File: src/hdl/smb_pkg.sv
// Shared constants and state type for the two-wire bus controller.
// Assumes one 40 MHz system clock; timer overflows arrive as one-cycle pulses.
//
// Notes on behaviour
// - START, address byte, data bytes, then STOP.
// - Address LSB: one reads, zero writes.
// - Receiver pulls SDA low to acknowledge.
// - Transmitter waits for acknowledge after each byte.
// - Master starts only on a free bus.
// - Master seeing low on high loses, becomes slave.
// - Slaves may stretch SCL low; master waits.
// - Timeout timer reloads on SCL high, counts low.
// - Lines high over ten periods means bus free.
// - Free detection needs running clock source, even slave.
// - Byte interrupt: before ack sending, after ack receiving.
// - Interrupt on own START and slave-seen STOP.
// - Enable clear means no bus activity at all.
// - Inhibit: monitor, refuse addresses, no slave interrupts.
// - Inhibit takes effect only after next START.
// - Two select bits choose one of four overflows.
// - Clock source used by master or free detection.
// - Master SCL low and high at least one period.
// - Typical bit three periods, high twice low.
// - SCL pulses only as master; START/STOP both roles.
// - Free timeout acts like a detected STOP.
// - Bit rate up to one tenth system clock.
package smb_pkg;
   localparam int unsigned CLK_HZ = 40_000_000;
   localparam int unsigned SCL_LOW_TIMEOUT_MS = 25;
   localparam int unsigned SW_RECOVER_MS = 10;
   localparam int unsigned FREE_PERIODS = 10;
   localparam int unsigned MIN_CLKS_PER_BIT = 10;
   localparam int unsigned BYTE_W = 8;
   localparam int unsigned ADDR_W = 7;
   // Low phase lasts one tick, high phase this many ticks once SCL is seen high
   localparam logic [1:0] HIGH_TICKS = 2'h2;
   localparam logic [3:0] ACK_SLOT = 4'h8;
   localparam logic [3:0] FREE_LIMIT = 4'hA;
   localparam logic [1:0] SRC_TIMER0 = 2'h0;
   localparam logic [1:0] SRC_TIMER1 = 2'h1;
   localparam logic [1:0] SRC_TIMER2_HI = 2'h2;
   localparam logic [1:0] SRC_TIMER2_LO = 2'h3;
   typedef enum logic [2:0] {
      ST_IDLE = 3'h0,
      ST_START = 3'h1,
      ST_DATA = 3'h3,
      ST_ACK = 3'h2,
      ST_HOLD = 3'h6,
      ST_STOP = 3'h7
   } smb_state_type;
endpackage : smb_pkg
File: src/hdl/smb_line_if.sv
// Carries synchronised bus lines, edges and timing strobes between modules.
// Assumes all members are driven on the system clock.
`timescale 1ns/1ps
interface smb_line_if;
   logic scl;
   logic sda;
   logic sclRise;
   logic sclFall;
   logic startSeen;
   logic stopSeen;
   logic tick;
   logic freeTimeout;
   modport sync (output scl, sda, sclRise, sclFall, startSeen, stopSeen);
   modport src (input scl, sda, output tick, freeTimeout);
   modport core (input scl, sda, sclRise, sclFall, startSeen, stopSeen, tick, freeTimeout);
endinterface : smb_line_if

File: src/hdl/smb_clk_src.sv
// Selects the bit-timing overflow and detects a free bus.
// Assumes the overflow inputs are one-cycle pulses on clk.
`timescale 1ns/1ps
module smb_clk_src (
   input wire logic clk,
   input wire logic rst_n,
   input wire logic [1:0] sourceSelect,
   input wire logic timer0Ovf,
   input wire logic timer1Ovf,
   input wire logic timer2HiOvf,
   input wire logic timer2LoOvf,
   input wire logic freeEnable,
   smb_line_if.src line
);
   import smb_pkg::*;

   logic selOvf;
   logic tick_q;
   logic free_q;
   logic [3:0] freeCnt_q;

   always_comb begin
      case (sourceSelect)
         SRC_TIMER0: selOvf = timer0Ovf;
         SRC_TIMER1: selOvf = timer1Ovf;
         SRC_TIMER2_HI: selOvf = timer2HiOvf;
         SRC_TIMER2_LO: selOvf = timer2LoOvf;
         default: selOvf = 1'b0;
      endcase
   end

   always_ff @(posedge clk or negedge rst_n) begin
      if (!rst_n) begin
         tick_q <= 1'b0;
      end else begin
         tick_q <= selOvf;
      end
   end

   // Counts source periods even when only a slave
   always_ff @(posedge clk or negedge rst_n) begin
      if (!rst_n) begin
         freeCnt_q <= 4'h0;
         free_q <= 1'b0;
      end else if (!freeEnable || !(line.scl && line.sda)) begin
         freeCnt_q <= 4'h0;
         free_q <= 1'b0;
      end else begin
         free_q <= tick_q && (freeCnt_q == FREE_LIMIT);
         if (tick_q && (freeCnt_q != FREE_LIMIT + 4'h1)) begin
            freeCnt_q <= freeCnt_q + 4'h1;
         end
      end
   end

   assign line.tick = tick_q;
   assign line.freeTimeout = free_q;
endmodule : smb_clk_src

File: src/hdl/smb_ctrl.sv
// Byte-level two-wire bus controller, master and slave, multi-master.
// Assumes open-drain pads outside; software drives the plain control ports.
`timescale 1ns/1ps
module smb_ctrl (
   input wire logic clk,
   input wire logic rst_n,
   input wire logic sclIn,
   input wire logic sdaIn,
   output logic sclOut,
   output logic sclOe,
   output logic sdaOut,
   output logic sdaOe,
   input wire logic timer0Ovf,
   input wire logic timer1Ovf,
   input wire logic timer2HiOvf,
   input wire logic timer2LoOvf,
   input wire logic interfaceEnable,
   input wire logic slaveInhibit,
   input wire logic sclLowTimeoutEnable,
   input wire logic busFreeTimeoutEnable,
   input wire logic clockSourceSelectHi,
   input wire logic clockSourceSelectLo,
   input wire logic [smb_pkg::ADDR_W-1:0] ownAddress,
   input wire logic startRequest,
   input wire logic stopRequest,
   input wire logic eventRelease,
   input wire logic ackOut,
   input wire logic [smb_pkg::BYTE_W-1:0] txByte,
   output logic eventPending,
   output logic startFlag,
   output logic stopFlag,
   output logic ackReceived,
   output logic [smb_pkg::BYTE_W-1:0] rxByte,
   output logic masterMode,
   output logic transmitMode,
   output logic busBusy,
   output logic arbitrationLost,
   output logic timeoutReload
);
   import smb_pkg::*;

   // ==========================================================
   // Line conditioning and timing source
   smb_line_if line ();

   smb_line_sync uSync (
      .clk(clk),
      .rst_n(rst_n),
      .sclIn(sclIn),
      .sdaIn(sdaIn),
      .line(line)
   );

   smb_clk_src uSrc (
      .clk(clk),
      .rst_n(rst_n),
      .sourceSelect({clockSourceSelectHi, clockSourceSelectLo}),
      .timer0Ovf(timer0Ovf),
      .timer1Ovf(timer1Ovf),
      .timer2HiOvf(timer2HiOvf),
      .timer2LoOvf(timer2LoOvf),
      .freeEnable(busFreeTimeoutEnable && interfaceEnable),
      .line(line)
   );

   // ==========================================================
   // State
   smb_state_type state_q;
   logic master_q;
   logic tx_q;
   logic [3:0] bitCnt_q;
   logic [BYTE_W-1:0] shift_q;
   logic [BYTE_W-1:0] rxByte_q;
   logic sdaDrv_q;
   logic sclDrv_q;
   logic [1:0] hiCnt_q;
   logic addrPhase_q;
   logic dirRead_q;
   logic holdAck_q;
   logic stopPend_q;
   logic inhibit_q;
   logic slaveAct_q;
   logic ackIn_q;
   logic arbLost_q;
   logic irq_q;
   logic startF_q;
   logic stopF_q;
   logic startPend_q;
   logic busy_q;
   logic reload_q;

   // ==========================================================
   // Event decode
   logic en;
   logic release_;
   logic byteFall;
   logic addrMatch;
   logic addrReject;
   logic evRxByte;
   logic evTxByte;
   logic evStartGen;
   logic evStopDet;
   logic relPhase;
   logic genPhase;
   logic hiDone;
   logic arbLoss;
   logic nextTx;

   always_comb begin
      en = interfaceEnable;
      release_ = eventRelease && irq_q;
      byteFall = (state_q == ST_DATA) && line.sclFall && (bitCnt_q == ACK_SLOT);
      addrMatch = shift_q[BYTE_W-1:1] == ownAddress;
      addrReject = byteFall && !tx_q && addrPhase_q && !master_q
                   && (!addrMatch || inhibit_q);
      evRxByte = byteFall && !tx_q && !addrReject;
      evTxByte = (state_q == ST_ACK) && line.sclFall && !holdAck_q;
      evStartGen = (state_q == ST_START) && sclDrv_q;
      evStopDet = (line.stopSeen && slaveAct_q) || line.freeTimeout;
      relPhase = (state_q == ST_DATA) || (state_q == ST_ACK) || (state_q == ST_STOP);
      genPhase = (state_q == ST_START) || (state_q == ST_DATA) || (state_q == ST_ACK);
      hiDone = line.scl && line.tick && (hiCnt_q == HIGH_TICKS - 2'h1);
      arbLoss = (state_q == ST_DATA) && master_q && tx_q && line.sclRise
                && !sdaDrv_q && !line.sda;
      nextTx = (addrPhase_q && !master_q) ? dirRead_q
               : ((addrPhase_q && master_q) ? !dirRead_q : tx_q);
   end

   // ==========================================================
   // Byte sequencer
   always_ff @(posedge clk or negedge rst_n) begin
      if (!rst_n) begin
         state_q <= ST_IDLE;
         master_q <= 1'b0;
         tx_q <= 1'b0;
         bitCnt_q <= 4'h0;
         shift_q <= 8'h00;
         sdaDrv_q <= 1'b0;
         addrPhase_q <= 1'b0;
         dirRead_q <= 1'b0;
         holdAck_q <= 1'b0;
         stopPend_q <= 1'b0;
         inhibit_q <= 1'b0;
         slaveAct_q <= 1'b0;
         ackIn_q <= 1'b0;
      end else if (!en) begin
         state_q <= ST_IDLE;
         master_q <= 1'b0;
         tx_q <= 1'b0;
         sdaDrv_q <= 1'b0;
         slaveAct_q <= 1'b0;
         holdAck_q <= 1'b0;
      end else if (line.stopSeen || line.freeTimeout) begin
         state_q <= ST_IDLE;
         master_q <= 1'b0;
         tx_q <= 1'b0;
         sdaDrv_q <= 1'b0;
         slaveAct_q <= 1'b0;
         holdAck_q <= 1'b0;
      end else if (line.startSeen && !master_q) begin
         state_q <= ST_DATA;
         tx_q <= 1'b0;
         bitCnt_q <= 4'h0;
         addrPhase_q <= 1'b1;
         inhibit_q <= slaveInhibit;
         slaveAct_q <= 1'b0;
         sdaDrv_q <= 1'b0;
      end else begin
         case (state_q)
            ST_IDLE: begin
               if (startPend_q && !busy_q) begin
                  state_q <= ST_START;
                  master_q <= 1'b1;
                  tx_q <= 1'b1;
                  sdaDrv_q <= 1'b1;
                  addrPhase_q <= 1'b1;
               end
            end
            ST_START: begin
               if (sclDrv_q) begin
                  state_q <= ST_HOLD;
                  holdAck_q <= 1'b0;
               end
            end
            ST_HOLD: begin
               if (release_) begin
                  shift_q <= txByte;
                  stopPend_q <= stopRequest && master_q;
                  if (stopRequest && master_q && !holdAck_q) begin
                     state_q <= ST_STOP;
                     sdaDrv_q <= 1'b1;
                  end else if (holdAck_q) begin
                     state_q <= ST_ACK;
                     sdaDrv_q <= ackOut;
                  end else begin
                     state_q <= ST_DATA;
                     bitCnt_q <= 4'h0;
                     sdaDrv_q <= tx_q && !txByte[BYTE_W-1];
                  end
               end
            end
            ST_DATA: begin
               if (line.sclRise) begin
                  shift_q <= {shift_q[BYTE_W-2:0], line.sda};
                  bitCnt_q <= bitCnt_q + 4'h1;
                  if (arbLoss) begin
                     master_q <= 1'b0;
                     tx_q <= 1'b0;
                  end
               end else if (line.sclFall) begin
                  if (bitCnt_q == ACK_SLOT) begin
                     if (addrPhase_q) begin
                        dirRead_q <= shift_q[0];
                     end
                     if (tx_q) begin
                        state_q <= ST_ACK;
                        sdaDrv_q <= 1'b0;
                        holdAck_q <= 1'b0;
                     end else if (addrReject) begin
                        state_q <= ST_IDLE;
                        sdaDrv_q <= 1'b0;
                     end else begin
                        state_q <= ST_HOLD;
                        holdAck_q <= 1'b1;
                        slaveAct_q <= slaveAct_q || !master_q;
                     end
                  end else begin
                     sdaDrv_q <= tx_q && !shift_q[BYTE_W-1];
                  end
               end
            end
            ST_ACK: begin
               if (line.sclRise) begin
                  ackIn_q <= !line.sda;
               end else if (line.sclFall) begin
                  if (holdAck_q) begin
                     holdAck_q <= 1'b0;
                     addrPhase_q <= 1'b0;
                     tx_q <= nextTx;
                     if (stopPend_q && master_q) begin
                        state_q <= ST_STOP;
                        sdaDrv_q <= 1'b1;
                     end else begin
                        state_q <= ST_DATA;
                        bitCnt_q <= 4'h0;
                        sdaDrv_q <= nextTx && !shift_q[BYTE_W-1];
                     end
                  end else begin
                     state_q <= ST_HOLD;
                     addrPhase_q <= 1'b0;
                     tx_q <= nextTx;
                  end
               end
            end
            ST_STOP: begin
               if (!sclDrv_q && hiDone) begin
                  state_q <= ST_IDLE;
                  sdaDrv_q <= 1'b0;
                  master_q <= 1'b0;
                  tx_q <= 1'b0;
               end
            end
            default: state_q <= ST_IDLE;
         endcase
      end
   end

   // ==========================================================
   // SCL driver: low phase one tick, high phase two ticks once seen high
   // Slaves only pull SCL while an event waits for software
   always_ff @(posedge clk or negedge rst_n) begin
      if (!rst_n) begin
         sclDrv_q <= 1'b0;
         hiCnt_q <= 2'h0;
      end else if (!en) begin
         sclDrv_q <= 1'b0;
         hiCnt_q <= 2'h0;
      end else if (!master_q) begin
         sclDrv_q <= (state_q == ST_HOLD) && !release_;
         hiCnt_q <= 2'h0;
      end else if (sclDrv_q) begin
         hiCnt_q <= 2'h0;
         if (line.tick && relPhase) begin
            sclDrv_q <= 1'b0;
         end
      end else if (line.scl && line.tick) begin
         if (hiDone) begin
            hiCnt_q <= 2'h0;
            sclDrv_q <= genPhase;
         end else begin
            hiCnt_q <= hiCnt_q + 2'h1;
         end
      end
   end

   // ==========================================================
   // Event flags: a new event wins over a release in the same cycle
   always_ff @(posedge clk or negedge rst_n) begin
      if (!rst_n) begin
         irq_q <= 1'b0;
         startF_q <= 1'b0;
         stopF_q <= 1'b0;
         arbLost_q <= 1'b0;
         startPend_q <= 1'b0;
      end else if (!en) begin
         irq_q <= 1'b0;
         startF_q <= 1'b0;
         stopF_q <= 1'b0;
         arbLost_q <= 1'b0;
         startPend_q <= 1'b0;
      end else begin
         if (release_) begin
            irq_q <= 1'b0;
            startF_q <= 1'b0;
            stopF_q <= 1'b0;
            arbLost_q <= 1'b0;
         end
         if (evStartGen) begin
            startPend_q <= 1'b0;
         end
         if (startRequest) begin
            startPend_q <= 1'b1;
         end
         if (evRxByte || evTxByte || evStartGen || evStopDet) begin
            irq_q <= 1'b1;
         end
         if (evStartGen) begin
            startF_q <= 1'b1;
         end
         if (evStopDet) begin
            stopF_q <= 1'b1;
         end
         if (arbLoss) begin
            arbLost_q <= 1'b1;
         end
      end
   end

   // ==========================================================
   // Bus status, received byte and timeout timer control
   always_ff @(posedge clk or negedge rst_n) begin
      if (!rst_n) begin
         busy_q <= 1'b0;
         reload_q <= 1'b0;
         rxByte_q <= 8'h00;
      end else begin
         if (!en || line.stopSeen || line.freeTimeout) begin
            busy_q <= 1'b0;
         end else if (line.startSeen) begin
            busy_q <= 1'b1;
         end
         reload_q <= en && sclLowTimeoutEnable && line.scl;
         if (byteFall) begin
            rxByte_q <= shift_q;
         end
      end
   end

   // Open-drain pads only ever pull low; bit time follows the selected overflow period
   assign sclOut = 1'b0;
   assign sdaOut = 1'b0;
   assign sclOe = sclDrv_q;
   assign sdaOe = sdaDrv_q;
   assign eventPending = irq_q;
   assign startFlag = startF_q;
   assign stopFlag = stopF_q;
   assign ackReceived = ackIn_q;
   assign rxByte = rxByte_q;
   assign masterMode = master_q;
   assign transmitMode = tx_q;
   assign busBusy = busy_q;
   assign arbitrationLost = arbLost_q;
   assign timeoutReload = reload_q;
endmodule : smb_ctrl

File: src/hdl/smb_line_sync.sv
// Synchronises SCL and SDA pins and finds edges, START and STOP.
// Assumes pins are asynchronous to clk; idle lines are high.
`timescale 1ns/1ps
module smb_line_sync (
   input wire logic clk,
   input wire logic rst_n,
   input wire logic sclIn,
   input wire logic sdaIn,
   smb_line_if.sync line
);
   import smb_pkg::*;

   logic [2:0] sclSh_q;
   logic [2:0] sdaSh_q;

   // Stage 0 feeds only stage 1; stage 2 is history for edge finding
   // Two clocks of latency still follow a bit every ten clocks
   always_ff @(posedge clk or negedge rst_n) begin
      if (!rst_n) begin
         sclSh_q <= 3'h7;
         sdaSh_q <= 3'h7;
      end else begin
         sclSh_q <= {sclSh_q[1:0], sclIn};
         sdaSh_q <= {sdaSh_q[1:0], sdaIn};
      end
   end

   // Detection works in both roles
   assign line.scl = sclSh_q[1];
   assign line.sda = sdaSh_q[1];
   assign line.sclRise = sclSh_q[1] & ~sclSh_q[2];
   assign line.sclFall = ~sclSh_q[1] & sclSh_q[2];
   assign line.startSeen = sclSh_q[1] & sclSh_q[2] & ~sdaSh_q[1] & sdaSh_q[2];
   assign line.stopSeen = sclSh_q[1] & sclSh_q[2] & sdaSh_q[1] & ~sdaSh_q[2];
endmodule : smb_line_sync

File: config.mk
export PLATFORM = sky130hd
export DESIGN_NAME = smb_ctrl
export DESIGN_NICKNAME = d
export VERILOG_FILES = /design/src/hdl/smb_pkg.sv /design/src/hdl/smb_line_if.sv /design/src/hdl/smb_clk_src.sv /design/src/hdl/smb_ctrl.sv /design/src/hdl/smb_line_sync.sv
export SDC_FILE = /design/constraint.sdc
export NUM_CORES = 1
export LEC_CHECK = 0
export ABC_AREA = 1
export ABC_CLOCK_PERIOD_IN_PS = 3300
export BUFFER_PORTS_ARGS = -buffer_cell sky130_fd_sc_hd__buf_2
export CAP_MARGIN = 25
export CELL_PAD_IN_SITES_DETAIL_PLACEMENT = 1
export CELL_PAD_IN_SITES_GLOBAL_PLACEMENT = 2
export CORE_MARGIN = 5
export CORE_UTILIZATION = 34
export DETAILED_ROUTE_END_ITERATION = 8
export PLACE_DENSITY_LB_ADDON = 0.1
export SLEW_MARGIN = 20
export SYNTH_ARGS = -nofsm -noshare
export SYNTH_HDL_FRONTEND = slang
export SYNTH_SLANG_ARGS = --single-unit
File: constraint.sdc
create_clock -name clk -period 3.3 [get_ports clk]
set_clock_uncertainty 0.05 [all_clocks]
set_input_delay 0.165 -clock clk [delete_from_list [all_inputs] [get_ports clk]]
set_output_delay 0.165 -clock clk [all_outputs]
set_load 0.05 [all_outputs]
==> impl_metrics.py <==
metrics = {
    "timing": {
        "grt_setup_unrepaired": "false",
        "whs_ps": 13.4,
        "max-slew-margin-rel_pct": 52.1,
        "final_hold_viol_count": 0,
        "setup_violations": 0,
        "drv_slew": 0,
        "period_share_pct": 69.2,
        "fin_crit_ps": 2280,
        "tightest_slew_ps": 718,
        "fmax_ghz": 0.438,
        "setup_tns_ps": 0,
    },
    "synthesis": {
        "synth_cell_type_count": 39,
        "ys.flop_type": "dfrtp_1",
        "synth_common_cells": "nand2_1 (112), inv_1 (56), dfrtp_1 (49), nor2_1 (41), o21ai_0 (25)",
        "yosysMostFrequentCell": "nand2_1",
        "yosysSeqAreaShare_pct": 43.3,
        "syn-instance-count": 426,
        "yosysWarnings": 0,
        "ys_seq_elements": 55,
        "synth_area_leader_cell": "dfrtp_1",
        "syn_area_mm2": 0.00320,
        "synth_top_area_share_pct": 38.4,
        "async_flop_share_pct": 100,
        "yosys-top-cells-area": "dfrtp_1 (38%), nand2_1 (13%), inv_1 (6.6%)",
        "synth_edf_count": 0,
        "syn_area_per_cell_um2": 7.50,
    },
    "layout": {
        "fillCellCount": 1178,
        "antenna_cells": 0,
        "finalNetCount": 518,
        "fin_util_pct": 40.1,
        "final_layout_size_suffix_gt1_share_pct": 19.3,
        "syn_to_final_growth_pct": 15.5,
    },
    "floorplan": {
        "ios": 54,
        "coreArea_mm2": 0.00920,
        "fp.dieH_um": 107,
        "die-area_mm2": 0.0114,
        "start_util_pct": 34.7,
        "die_w_um": 107,
        "rows": 35,
    },
    "power": {
        "power_mw": 2.31,
        "powerDensity_mw_per_mm2": 627,
        "leakage_nw": 1.89,
        "vdd_ir_drop_max_uv": 228,
    },
    "clock_network": {
        "clk_pin_slew_worst_paths_ps": 110,
        "clock_path_buffers": 2,
        "cts_tree": "built",
        "htree_levels": 2,
        "cts_buffers": 5,
        "cts_root_buffer": "clkbuf_8",
        "cts.sinks": 55,
        "insertion_delay_ps": 320,
    },
    "setup_path": {
        "worst_r2r_startpoint": "masterMode",
        "worstRegToRegCells": 6,
        "critPathMaxStageDelay_ps": 550,
        "crit_path_start_kind": "flop",
        "path_buf_inv": 1,
        "crit_slowest_cell": "dfrtp_1",
        "critPathArrivalTime_ps": 2490,
        "critPathKind": "reg -> reg",
        "rr_endpoint": "shift_q[5]",
        "crit_required_ps": 3510,
        "worstSetupEndpointType": "flop",
        "rrSetupSlack_ps": 1020,
        "critPathMaxFanout": 16,
        "path_delay_family": "simple AND/OR/NAND/NOR gates",
        "crit_chain": "inv_1 -> nand3_1 -> nand2_1 -> nor2_4 -> o211ai_1 -> o21ai_1",
    },
    "global_routing": {
        "grt_pass1_vias": 3062,
        "grt_util_all_layers_pct": 17.6,
        "grt_pass1_wl_mm": 15.9,
        "grt_max_degree": 32,
        "antenna_found_initial": 0,
        "overflow": 0,
    },
    "placed_design": {
        "detailed_place_hpwl_mm": 7.48,
        "portBuffers": 51,
        "gp_congestion": 0.823,
    },
    "worst_hold_path": {
        "hold_end": "startPend_q",
        "hp-class": "in -> reg",
        "min-delay-start": "startRequest",
        "worstHoldPathCells": 3,
    },
    "routing": {
        "final_antenna_net_count": 0,
        "drt_iter0_markers": 133,
        "drc": 0,
        "first_pass_iters": 4,
        "finalWirelength_mm": 9.51,
        "wl_per_cell_um": 16.0,
        "vias": 3005,
        "viasPerCell": 5.07,
    },
    "job": {
        "cap_viol_max_count": 0,
    },
    "status": {
        "status": "completed",
    },
}
-- worst max path at each step --
stage / startpoint / end / slack, ps / cells after the start
final: masterMode / shift_q[5] / 1020 / 6
after global routing: masterMode / shift_q[4] / 810 / 6
after detailed placement: masterMode / shift_q[5] / 1010 / 6
after global placement: masterMode / shift_q[5] / 1050 / 6
after CTS: masterMode / shift_q[7] / 1000 / 6
after floorplan: masterMode / shift_q[3] / 1450 / 8
-- report_power, final --
group	switching (mW)	internal [mW]	total (mW)
combinational	0.657	0.287	0.944
clock	0.249	0.178	0.426
sequential	0.146	0.798	0.944
total	1.05	1.26	2.31
-- stage by stage --
step           instances  setup slack (ps)  area, um2
2_1_floorplan        427              1450       3200
3_3_place_gp         581              1050       3550
3_5_place_dp         581              1010       3550
4_1_cts              593               997       3690
5_1_grt              593               811       3690
6_report             593              1020       3690
-- layer usage --
metal,track usage (%),share of wire (%)
met3,2.41,4.7
met4,3.84,1.3
met5,0,0
met2,29.0,46
met1,24.8,48
-- cells in the final DEF (no fill, tap or decap), types with 3 or more instances in the layout --
| cell | n |
|---|---|
| nand2_1 | 112 |
| inv_1 | 56 |
| buf_2 | 51 |
| dfrtp_1 | 49 |
| nor2_1 | 41 |
| o21ai_0 | 25 |
| nand3_1 | 24 |
| a21oi_1 | 17 |
| o21ai_1 | 13 |
| nor3_1 | 11 |
| o211ai_1 | 11 |
| nor2_4 | 8 |
| nand2_2 | 7 |
| nand4_1 | 6 |
| clkbuf_8 | 6 |
| dfstp_2 | 6 |
| ha_1 | 4 |
| dlygate4sd3_1 | 4 |
| inv_2 | 3 |
-- registers in the layout, summed over array words and instances (netlist names), 2 cells and up --
signal / count
state_q: 3
uSync.sdaSh_q: 3
uSync.sclSh_q: 3
uSrc.freeCnt_q: 4
hiCnt_q: 2
rxByte: 8
shift_q: 8
bitCnt_q: 4
-- layout make-up --
class / instances / area (um2) / area share (%)
timing repair buffer: 57 / 310 / 8.41
inverter: 59 / 221 / 6.00
tap: 111 / 139 / 3.76
multi-input combinational: 303 / 1530 / 41.5
clock inverter: 2 / 20.0 / 0.543
clock buffer: 6 / 82.6 / 2.24
sequential: 55 / 1380 / 37.5
-- logic make-up after synthesis --
family | synth area share (%)
other | 0.117
adder cells (fa/ha/maj) | 1.57
AND/OR/NAND/NOR | 31.4
XOR/XNOR | 0.822
multiplexers | 0.352
AO/OA/AOI/OAI | 13.6
buffers and inverters | 8.85
flip-flops | 43.3
-- timing repair --
action,CTS,global route
resized for setup,0,0
hold endpoints to repair,32,0
buffers inserted,0,0
hold buffers,4,0
-- worst min-delay path: stages --
cell and delay [ps]:
buf_2 80, a21oi_1 30, nor2_1 70
No activity file was read; power rests on OpenSTA's default activity.
